[src/include/fb_pkg.sv]
package fb_pkg;
    // clock and the common hundredth-of-second tick
    localparam int unsigned CLK_PERIOD_NS = 4;
    localparam int unsigned TICK_TIME_NS = 10_000_000;
    localparam int unsigned TICK_CYCLES = TICK_TIME_NS / CLK_PERIOD_NS;
    localparam int unsigned TICK_DIV_W = 22;
    localparam int unsigned SEC_PER_MIN = 60;
    localparam int unsigned SEC_PER_HOUR = 3600;
    localparam int unsigned MIN_DIV_W = 6;
    localparam int unsigned HOUR_DIV_W = 12;

    // time settings in hundredths of the selected unit
    localparam int unsigned SET_W = 14;
    localparam logic [SET_W-1:0] SET_MIN = 14'h0001;
    localparam logic [SET_W-1:0] SET_MAX = 14'h270F;
    localparam logic [SET_W-1:0] SET_ONE = 14'h0001;
    localparam logic [SET_W-1:0] SET_ZERO = 14'h0000;

    // counters
    localparam int unsigned COUNT_W = 20;
    localparam logic [COUNT_W-1:0] PRESET_MIN = 20'h00001;
    localparam logic [COUNT_W-1:0] PRESET_MAX = 20'hF423F;
    localparam logic [COUNT_W-1:0] COUNT_ONE = 20'h00001;
    localparam logic [COUNT_W-1:0] COUNT_ZERO = 20'h00000;

    // analog levels in tenths of a volt
    localparam int unsigned LEVEL_W = 7;
    localparam logic [LEVEL_W-1:0] LEVEL_MAX = 7'h64;
    localparam int unsigned CHAN_N = 4;
    localparam int unsigned CHAN_W = 2;

    // positions of the binary inputs in the synchroniser vector
    localparam int unsigned IN_W = 10;
    localparam int unsigned IN_PT_EN = 0;
    localparam int unsigned IN_PT_RST = 1;
    localparam int unsigned IN_LD_TRIG = 2;
    localparam int unsigned IN_LD_RST = 3;
    localparam int unsigned IN_UC_COUNT = 4;
    localparam int unsigned IN_UC_RST = 5;
    localparam int unsigned IN_DC_COUNT = 6;
    localparam int unsigned IN_DC_RST = 7;
    localparam int unsigned IN_OS_TRIG = 8;
    localparam int unsigned IN_OS_RST = 9;

    typedef enum logic [2:0] {
        UNIT_HOUR = 3'h1,
        UNIT_MIN = 3'h2,
        UNIT_SEC = 3'h4
    } time_unit_t;

    typedef enum logic [1:0] {
        REL_GT = 2'h0,
        REL_LT = 2'h1,
        REL_GE = 2'h2,
        REL_LE = 2'h3
    } relation_t;

    typedef enum logic [2:0] {
        LD_IDLE = 3'h1,
        LD_TIMING = 3'h2,
        LD_HELD = 3'h4
    } latch_state_t;
endpackage

[src/include/time_base_if.sv]
`timescale 1ns/1ns
`default_nettype none
interface time_base_if;
    logic tick_sec;
    logic tick_min;
    logic tick_hour;
    modport source (output tick_sec, output tick_min, output tick_hour);
    modport sink (input tick_sec, input tick_min, input tick_hour);
endinterface
`default_nettype wire

[src/design/duration_timer.sv]
`timescale 1ns/1ns
`default_nettype none
module duration_timer (
    input wire logic clk,
    input wire logic rst_b,
    time_base_if.sink tb,
    input wire logic clear,
    input wire logic run,
    input wire fb_pkg::time_unit_t unit,
    input wire logic [fb_pkg::SET_W-1:0] period,
    output logic expire_q
);
    logic [fb_pkg::SET_W-1:0] elapsed_q;
    logic tick;

    always_comb begin
        case (unit)
            fb_pkg::UNIT_HOUR: tick = tb.tick_hour;
            fb_pkg::UNIT_MIN: tick = tb.tick_min;
            default: tick = tb.tick_sec;
        endcase
    end

    // (RL22) counts shared hundredth ticks
    always_ff @(posedge clk) begin
        if (!rst_b) begin
            elapsed_q <= fb_pkg::SET_ZERO;
            expire_q <= 1'b0;
        end else begin
            expire_q <= 1'b0;
            if (clear) begin
                elapsed_q <= fb_pkg::SET_ZERO;
            end else if (run && tick) begin
                // a zero period behaves as one tick
                if (elapsed_q + fb_pkg::SET_ONE >= period) begin
                    elapsed_q <= fb_pkg::SET_ZERO;
                    expire_q <= 1'b1;
                end else begin
                    elapsed_q <= elapsed_q + fb_pkg::SET_ONE;
                end
            end
        end
    end
endmodule
`default_nettype wire

[src/design/timer_counter_function_blocks.sv]
// Behaviour
// (RL1) pulse train period 0.01..99.99, h/m/s
// (RL2) enabled pulse train toggles each period
// (RL3) enable low stops timing, output low
// (RL4) reset forces low; restart from low
// (RL5) trigger rise starts delay, then output high
// (RL6) latched output ignores trigger; reset clears
// (RL7) delay reset overrides trigger, clears timer
// (RL8) delay setting 0.01..99.99, h/m/s
// (RL9) up counter reset wins, clears count
// (RL10) up counter adds one per rising edge; the code holds the count at 999999
// (RL11) up output high at preset count
// (RL12) preset is 1..999999
// (RL13) down counter reset wins, clears count
// (RL14) down counter subtracts one per edge; the code wraps a zero count to 999999
// (RL15) down output high at zero, not reset
// (RL16) trigger rise gives one pulse of duration
// (RL17) one-shot reset forces output low
// (RL18) pulse duration 0.01..99.99, h/m/s
// (RL19) operand is constant 0..10.0 or channel
// (RL20) compare by selected relation drives output
// (RL21) edges found against previous sample
// (RL22) shared hundredth tick; reset clears all
`timescale 1ns/1ns
`default_nettype none
module timer_counter_function_blocks #(
    parameter int unsigned TICK_CYCLES = fb_pkg::TICK_CYCLES
) (
    input wire logic clk,
    input wire logic rst_b,
    input wire logic pulse_train_enable,
    input wire logic pulse_train_reset,
    input wire fb_pkg::time_unit_t pulse_train_unit,
    input wire logic [fb_pkg::SET_W-1:0] pulse_train_period,
    input wire logic latching_trigger_input,
    input wire logic latching_reset,
    input wire fb_pkg::time_unit_t latching_unit,
    input wire logic [fb_pkg::SET_W-1:0] latching_delay,
    input wire logic up_count_pulse_input,
    input wire logic up_reset,
    input wire logic [fb_pkg::COUNT_W-1:0] up_preset_value,
    input wire logic down_count_pulse_input,
    input wire logic down_reset,
    input wire logic one_shot_trigger_input,
    input wire logic one_shot_reset,
    input wire fb_pkg::time_unit_t one_shot_unit,
    input wire logic [fb_pkg::SET_W-1:0] one_shot_duration,
    input wire logic [fb_pkg::CHAN_N-1:0][fb_pkg::LEVEL_W-1:0] analog_level,
    input wire logic first_is_constant,
    input wire logic [fb_pkg::CHAN_W-1:0] first_channel,
    input wire logic [fb_pkg::LEVEL_W-1:0] first_constant,
    input wire logic second_is_constant,
    input wire logic [fb_pkg::CHAN_W-1:0] second_channel,
    input wire logic [fb_pkg::LEVEL_W-1:0] second_constant,
    input wire fb_pkg::relation_t compare_relation,
    output logic pulse_train_out_q,
    output logic latching_out_q,
    output logic up_out_q,
    output logic [fb_pkg::COUNT_W-1:0] up_value_q,
    output logic down_out_q,
    output logic [fb_pkg::COUNT_W-1:0] down_value_q,
    output logic one_shot_out_q,
    output logic compare_out_q
);
    time_base_if tb ();

    logic [fb_pkg::IN_W-1:0] in_raw;
    logic [fb_pkg::IN_W-1:0] meta_q;
    logic [fb_pkg::IN_W-1:0] sync_q;
    logic [fb_pkg::IN_W-1:0] prev_q;
    logic [fb_pkg::IN_W-1:0] rise;

    logic [fb_pkg::TICK_DIV_W-1:0] tick_div_q;
    logic [fb_pkg::MIN_DIV_W-1:0] min_div_q;
    logic [fb_pkg::HOUR_DIV_W-1:0] hour_div_q;
    logic base_tick;

    logic pt_run;
    logic pt_expire;
    logic [fb_pkg::SET_W-1:0] pt_period;

    fb_pkg::latch_state_t ld_state_q;
    logic ld_expire;
    logic [fb_pkg::SET_W-1:0] ld_period;

    logic [fb_pkg::COUNT_W-1:0] up_preset;

    logic os_expire;
    logic os_restart;
    logic [fb_pkg::SET_W-1:0] os_period;

    logic [fb_pkg::LEVEL_W-1:0] first_level;
    logic [fb_pkg::LEVEL_W-1:0] second_level;
    logic relation_holds;

    assign in_raw = {
        one_shot_reset,
        one_shot_trigger_input,
        down_reset,
        down_count_pulse_input,
        up_reset,
        up_count_pulse_input,
        latching_reset,
        latching_trigger_input,
        pulse_train_reset,
        pulse_train_enable
    };

    // terminals are asynchronous to clk
    always_ff @(posedge clk) begin
        if (!rst_b) begin
            meta_q <= '0;
            sync_q <= '0;
        end else begin
            meta_q <= in_raw;
            sync_q <= meta_q;
        end
    end

    // (RL21) previous sample for edges
    always_ff @(posedge clk) begin
        if (!rst_b) begin
            prev_q <= '0;
        end else begin
            prev_q <= sync_q;
        end
    end

    assign rise = sync_q & ~prev_q;

    // (RL22) hundredth-second base tick
    assign base_tick = (tick_div_q == fb_pkg::TICK_DIV_W'(TICK_CYCLES - 1));

    always_ff @(posedge clk) begin
        if (!rst_b) begin
            tick_div_q <= '0;
            min_div_q <= '0;
            hour_div_q <= '0;
            tb.tick_sec <= 1'b0;
            tb.tick_min <= 1'b0;
            tb.tick_hour <= 1'b0;
        end else begin
            tb.tick_sec <= base_tick;
            tb.tick_min <= 1'b0;
            tb.tick_hour <= 1'b0;
            if (base_tick) begin
                tick_div_q <= '0;
                // minute and hour division
                if (min_div_q == fb_pkg::MIN_DIV_W'(fb_pkg::SEC_PER_MIN - 1)) begin
                    min_div_q <= '0;
                    tb.tick_min <= 1'b1;
                end else begin
                    min_div_q <= min_div_q + 1'b1;
                end
                if (hour_div_q == fb_pkg::HOUR_DIV_W'(fb_pkg::SEC_PER_HOUR - 1)) begin
                    hour_div_q <= '0;
                    tb.tick_hour <= 1'b1;
                end else begin
                    hour_div_q <= hour_div_q + 1'b1;
                end
            end else begin
                tick_div_q <= tick_div_q + 1'b1;
            end
        end
    end

    // (RL1) setting clamped into range
    assign pt_period = (pulse_train_period > fb_pkg::SET_MAX) ? fb_pkg::SET_MAX
        : (pulse_train_period < fb_pkg::SET_MIN) ? fb_pkg::SET_MIN : pulse_train_period;
    // (RL8) setting clamped into range
    assign ld_period = (latching_delay > fb_pkg::SET_MAX) ? fb_pkg::SET_MAX
        : (latching_delay < fb_pkg::SET_MIN) ? fb_pkg::SET_MIN : latching_delay;
    // (RL18) setting clamped into range
    assign os_period = (one_shot_duration > fb_pkg::SET_MAX) ? fb_pkg::SET_MAX
        : (one_shot_duration < fb_pkg::SET_MIN) ? fb_pkg::SET_MIN : one_shot_duration;

    // (RL3) runs only while enabled
    assign pt_run = sync_q[fb_pkg::IN_PT_EN] && !sync_q[fb_pkg::IN_PT_RST];

    // starts mid-tick: first interval may be one tick short
    duration_timer pt_timer (
        .clk(clk),
        .rst_b(rst_b),
        .tb(tb.sink),
        .clear(!pt_run),
        .run(pt_run),
        .unit(pulse_train_unit),
        .period(pt_period),
        .expire_q(pt_expire)
    );

    // (RL2) toggle at every expiry
    always_ff @(posedge clk) begin
        if (!rst_b) begin
            pulse_train_out_q <= 1'b0;
        end else if (!pt_run) begin
            // (RL4) reset or disable forces low
            pulse_train_out_q <= 1'b0;
        end else if (pt_expire) begin
            pulse_train_out_q <= !pulse_train_out_q;
        end
    end

    duration_timer ld_timer (
        .clk(clk),
        .rst_b(rst_b),
        .tb(tb.sink),
        .clear(ld_state_q != fb_pkg::LD_TIMING),
        .run(ld_state_q == fb_pkg::LD_TIMING),
        .unit(latching_unit),
        .period(ld_period),
        .expire_q(ld_expire)
    );

    always_ff @(posedge clk) begin
        if (!rst_b) begin
            ld_state_q <= fb_pkg::LD_IDLE;
        end else if (sync_q[fb_pkg::IN_LD_RST]) begin
            // (RL7) reset overrides trigger
            ld_state_q <= fb_pkg::LD_IDLE;
        end else begin
            case (ld_state_q)
                fb_pkg::LD_IDLE: begin
                    // (RL5) rising trigger starts delay
                    if (rise[fb_pkg::IN_LD_TRIG]) begin
                        ld_state_q <= fb_pkg::LD_TIMING;
                    end
                end
                fb_pkg::LD_TIMING: begin
                    if (ld_expire) begin
                        ld_state_q <= fb_pkg::LD_HELD;
                    end
                end
                // (RL6) held until reset
                fb_pkg::LD_HELD: ld_state_q <= fb_pkg::LD_HELD;
                default: ld_state_q <= fb_pkg::LD_IDLE;
            endcase
        end
    end

    always_ff @(posedge clk) begin
        if (!rst_b) begin
            latching_out_q <= 1'b0;
        end else if (sync_q[fb_pkg::IN_LD_RST]) begin
            latching_out_q <= 1'b0;
        end else if (ld_state_q == fb_pkg::LD_TIMING && ld_expire) begin
            latching_out_q <= 1'b1;
        end
    end

    // (RL12) preset held to 1..999999
    assign up_preset = (up_preset_value > fb_pkg::PRESET_MAX) ? fb_pkg::PRESET_MAX
        : (up_preset_value < fb_pkg::PRESET_MIN) ? fb_pkg::PRESET_MIN : up_preset_value;

    always_ff @(posedge clk) begin
        if (!rst_b) begin
            up_value_q <= fb_pkg::COUNT_ZERO;
        end else if (sync_q[fb_pkg::IN_UC_RST]) begin
            // (RL9) reset clears count
            up_value_q <= fb_pkg::COUNT_ZERO;
        end else if (rise[fb_pkg::IN_UC_COUNT] && up_value_q != fb_pkg::PRESET_MAX) begin
            // (RL10) one per rising edge, holds at 999999
            up_value_q <= up_value_q + fb_pkg::COUNT_ONE;
        end
    end

    // (RL11) high once preset reached
    always_ff @(posedge clk) begin
        if (!rst_b) begin
            up_out_q <= 1'b0;
        end else if (sync_q[fb_pkg::IN_UC_RST]) begin
            up_out_q <= 1'b0;
        end else begin
            up_out_q <= (up_value_q >= up_preset);
        end
    end

    always_ff @(posedge clk) begin
        if (!rst_b) begin
            down_value_q <= fb_pkg::COUNT_ZERO;
        end else if (sync_q[fb_pkg::IN_DC_RST]) begin
            // (RL13) reset clears count
            down_value_q <= fb_pkg::COUNT_ZERO;
        end else if (rise[fb_pkg::IN_DC_COUNT]) begin
            // (RL14) one less per edge, zero wraps to the top
            if (down_value_q == fb_pkg::COUNT_ZERO) begin
                down_value_q <= fb_pkg::PRESET_MAX;
            end else begin
                down_value_q <= down_value_q - fb_pkg::COUNT_ONE;
            end
        end
    end

    // (RL15) high at zero outside reset
    always_ff @(posedge clk) begin
        if (!rst_b) begin
            down_out_q <= 1'b0;
        end else if (sync_q[fb_pkg::IN_DC_RST]) begin
            down_out_q <= 1'b0;
        end else begin
            down_out_q <= (down_value_q == fb_pkg::COUNT_ZERO);
        end
    end

    // a new edge during a pulse restarts the full duration
    assign os_restart = rise[fb_pkg::IN_OS_TRIG] && !sync_q[fb_pkg::IN_OS_RST];

    duration_timer os_timer (
        .clk(clk),
        .rst_b(rst_b),
        .tb(tb.sink),
        .clear(os_restart || !one_shot_out_q),
        .run(one_shot_out_q),
        .unit(one_shot_unit),
        .period(os_period),
        .expire_q(os_expire)
    );

    always_ff @(posedge clk) begin
        if (!rst_b) begin
            one_shot_out_q <= 1'b0;
        end else if (sync_q[fb_pkg::IN_OS_RST]) begin
            // (RL17) reset ends any pulse
            one_shot_out_q <= 1'b0;
        end else if (os_restart) begin
            // (RL16) pulse starts on rising edge
            one_shot_out_q <= 1'b1;
        end else if (os_expire) begin
            one_shot_out_q <= 1'b0;
        end
    end

    // (RL19) constant or channel operands
    always_comb begin
        first_level = first_is_constant ? first_constant : analog_level[first_channel];
        second_level = second_is_constant ? second_constant : analog_level[second_channel];
        if (first_is_constant && first_constant > fb_pkg::LEVEL_MAX) begin
            first_level = fb_pkg::LEVEL_MAX;
        end
        if (second_is_constant && second_constant > fb_pkg::LEVEL_MAX) begin
            second_level = fb_pkg::LEVEL_MAX;
        end
    end

    // (RL20) selected relation
    always_comb begin
        case (compare_relation)
            fb_pkg::REL_GT: relation_holds = first_level > second_level;
            fb_pkg::REL_LT: relation_holds = first_level < second_level;
            fb_pkg::REL_GE: relation_holds = first_level >= second_level;
            fb_pkg::REL_LE: relation_holds = first_level <= second_level;
            default: relation_holds = 1'b0;
        endcase
    end

    always_ff @(posedge clk) begin
        if (!rst_b) begin
            compare_out_q <= 1'b0;
        end else begin
            compare_out_q <= relation_holds;
        end
    end
endmodule
`default_nettype wire

[config.mk]
export PLATFORM = sky130hd
export DESIGN_NAME = timer_counter_function_blocks
export DESIGN_NICKNAME = d
export VERILOG_FILES = /design/src/include/fb_pkg.sv /design/src/include/time_base_if.sv /design/src/design/duration_timer.sv /design/src/design/timer_counter_function_blocks.sv
export SDC_FILE = /design/constraint.sdc
export NUM_CORES = 1
export LEC_CHECK = 0
export BUFFER_PORTS_ARGS = -buffer_cell sky130_fd_sc_hd__buf_2
export CAP_MARGIN = 10
export CELL_PAD_IN_SITES_DETAIL_PLACEMENT = 0
export CELL_PAD_IN_SITES_GLOBAL_PLACEMENT = 1
export CORE_MARGIN = 2
export CORE_UTILIZATION = 35
export DETAILED_ROUTE_END_ITERATION = 6
export HOLD_SLACK_MARGIN = 0.06
export PLACE_DENSITY_LB_ADDON = 0.1
export SYNTH_ARGS = -nofsm -noshare
export SYNTH_HDL_FRONTEND = slang
export SYNTH_SLANG_ARGS = --single-unit
[constraint.sdc]
create_clock -name clk -period 4.71 [get_ports clk]
set_input_delay 0.471 -clock clk [delete_from_list [all_inputs] [get_ports clk]]
set_output_delay 0.471 -clock clk [all_outputs]
set_load 0.005 [all_outputs]
==> out/results.txt <==
Critical Path AT: 3600 ps
crit path launch type: flip-flop
Final Core Density: 42.42%
TNS Setup: 0 ps
Worst VDD drop: 0.0001948 V
Post-CTS Hold Buffers: 0
root buffer cell: clkbuf_16
Worst setup EP type: flip-flop
Post-Synthesis Cells: 1151
Reg area: 3223 µm²
Fillers: 2796
Worst Path Max Fanout: 18
Yosys top cell by area: dfxtp_1
die width: 170.3 µm
HPWL Detailed: 18.50 mm
Worst Path Required: 5040 ps
final setup vio count: 0
Tot Pwr: 3152 µW
GP Congestion: 0.7843
Seq/Total Area, Yosys: 33.32%
num ports: 179
maxcap violations: 0
CTS tree: yes
cell area after synthesis: 9674 µm²
die span in y: 170.3 µm
Die Area: 28990 µm²
core area: 27030 µm²
final hold vios: 0
slowest cell delay on critical path: 420 ps
Skew-Pair Late Insertion Delay: 430 ps
clk sink count: 161
flops & latches, synth: 161
GRT overflow: 0
via count: 8493
worst hold path class: primary input to flip-flop
total setup buffers inserted after CTS: 0
synth unique cells: 63
placed cells: 1641
vias in the first global route: 7876
EDFF count, synth: 0
final worst path period share: 69.53%
Non-Filler Instances: 1673
row count: 60
delay-heaviest family, CP: simple AND/OR/NAND/NOR gates
Tot GR Track Use: 16.79%
post-synth top area share: 33.32%
1st-pass router iterations: 5
Routed wire per std cell: 14.31 µm
area of the multi-input gates: 6227 µm²
fin crit period: 3275 ps
Routed Antenna Nets: 0
Fmax: 305.4 MHz
routed wire length: 23.93 mm
TritonCTS Buffers: 17
ys async rst share: 0%
CP Cell Sequence: ha_1, nand3_1, nor2_1, and2_1, nand3_1, xnor2_1, ha_1, nand4_1, a2111o_1, a31oi_1, nor4b_2, buf_4, mux2_2
Area Overhead vs Synth: 18.49%
outcome: finished, final reports clean
global-route wire length before repair: 39.62 mm
worst rel slew slack: 32.72%
CP Buf/Inv Count: 1
Mean Syn Cell Area: 8.405 µm²
Lkg Pwr: 0.004863 µW
crit path max-delay cell type: dfxtp_1
top post-synthesis cells by area: dfxtp_1 33%, ha_1 10%, nor2_1 5.6%, xnor2_1 4.9%, nand2_1 4.8%
Post-CTS Resized: 0
synth warn: 0
vias per inst: 5.077
DRC: 0
Synth Flop Type: dfxtp_1
PwrDens: 275.0 nW/µm²
Clock Skew: 14.82 ps
measured slew at the worst slew-check pin: 1000 ps
htree depth: 4
Starting Density: 35.80%
crit path kind: flip-flop to flip-flop
n_diodes: 0
Iter 0 DRT Violations: 478
Max clock buf depth: 2
RSZ-0062 raised after global routing: false
Synth Net Count: 1362
port bufs: 178
Layout Nets: 1530
share of cells above drive strength 1: 18.54%
largest net degree at the start of global routing: 38
Final Slew Violations: 0
clk slew on worst S/H paths: 80 ps
initial antenna violation count: 0
-- area by class of cell --
| type | count | area share, % |
|---|---|---|
| Multi-Input combinational cell | 932 | 54.32 |
| Sequential cell | 161 | 28.12 |
| Timing Repair Buffer | 183 | 8.099 |
| Clock buffer | 18 | 3.744 |
| Tap cell | 341 | 3.722 |
| Clock inverter | 14 | 1.212 |
| Inverter | 24 | 0.7859 |
-- synth_stat cells (4+ instances only) --
library cell,number
a21oi_1,57
a21o_1,8
or4b_2,4
nor3_1,27
and2_1,36
mux4_2,14
nor4_1,18
or4_1,4
or2_2,4
mux2_2,4
ha_1,78
a311o_1,4
nand2b_1,16
and4_1,13
nand4_1,27
a211o_1,4
dfxtp_1,161
nand3_1,59
xnor2_1,54
or3_1,14
clkbuf_1,26
o21ai_0,38
and3_1,22
a211oi_1,9
nor2b_1,14
o211ai_1,4
xor2_1,41
a31oi_1,15
a32oi_1,6
nor2_1,145
buf_2,4
nand2_1,125
mux2i_1,13
a22o_1,9
inv_1,24
nor4bb_1,4
-- stage by stage --
step / instance area (µm²) / setup WS, ps / hold slack [ps]
detailed placement: 10900 / 1066 / 417.9
global route: 11460 / 1012 / 237.4
finish: 11460 / 1435 / 251.6
global placement: 10900 / 1102 / 413.3
floorplan: 9674 / 1125 / 411.9
CTS: 11460 / 1400 / 231.5
-- final timing paths --
check	from	endpoint	slack, ps	depth (start not counted)
setup / recovery	pt_timer.elapsed_q[0]$_SDFFE_PN0P_	pt_timer.elapsed_q[0]$_SDFFE_PN0P_	1440	13
hold / removal	pulse_train_reset	meta_q[1]$_SDFF_PN0_	250	2
setup reg to reg	pt_timer.elapsed_q[0]$_SDFFE_PN0P_	pt_timer.elapsed_q[0]$_SDFFE_PN0P_	1440	13
hold reg to reg	meta_q[3]$_SDFF_PN0_	sync_q[3]$_SDFF_PN0_	430	1
-- routing by layer --
metal  routed length, µm  GRT usage, %  vias up
met5                   0             0        -
met4                 143         3.419        0
met3                 579         2.651       11
met2               10930         27.01       90
met1               12280         23.76     3908
li1                    -             -     4484
-- where the power goes --
| group | switching [µW] | total (µW) | leakage, µW | internal (µW) |
|---|---|---|---|---|
| Clock | 649 | 1350 | 0.000271 | 706 |
| Sequential | 24.7 | 1420 | 0.00130 | 1390 |
| Combinational | 201 | 382 | 0.00329 | 181 |
| Total | 874 | 3150 | 0.00486 | 2280 |
-- worst register-to-register path: cells and delay by family, from the launching register on --
kind,cells,cell delay (ps)
simple gates,6,1000
fa+ha+maj,2,580
compound gates,2,550
flops,1,420
mux,1,270
buf+inv,1,210
xor+xnor,1,170
-- state kept, by name, summed over array words and instances, names as in the netlist, 3 cells and up --
signal and count:
prev_q 4, sync_q 10, down_value_q 20, os_timer.elapsed_q 14
pt_timer.elapsed_q 14, ld_state_q 3, hour_div_q 12, meta_q 10
tick_div_q 22, up_value_q 20, ld_timer.elapsed_q 14, min_div_q 6
-- logic make-up (layout without fill, tap and decap cells) --
family / after synthesis / count (layout) / synth area share, %
mux: 31 / 31 / 5.070
simple gates: 548 / 548 / 28.66
buf+inv: 58 / 239 / 2.315
flops: 161 / 161 / 33.32
xor+xnor: 95 / 95 / 8.601
fa+ha+maj: 78 / 78 / 10.09
compound gates: 180 / 180 / 11.95
-- layout by cell type (no fill, tap or decap), drive strengths merged, types with 18 or more instances in the layout --
cell    Yosys  final
buf         7    183
o21ai      40     40
nand3      59     59
and2       36     36
nor2      145    145
nand4      27     27
xor2       41     41
nand2     126    126
nor4       19     19
inv        24     34
xnor2      54     54
clkbuf     27     18
nor3       27     27
a21oi      57     57
ha         78     78
and3       22     22
dfxtp     161    161
No activity file was read; power rests on OpenSTA's default activity.
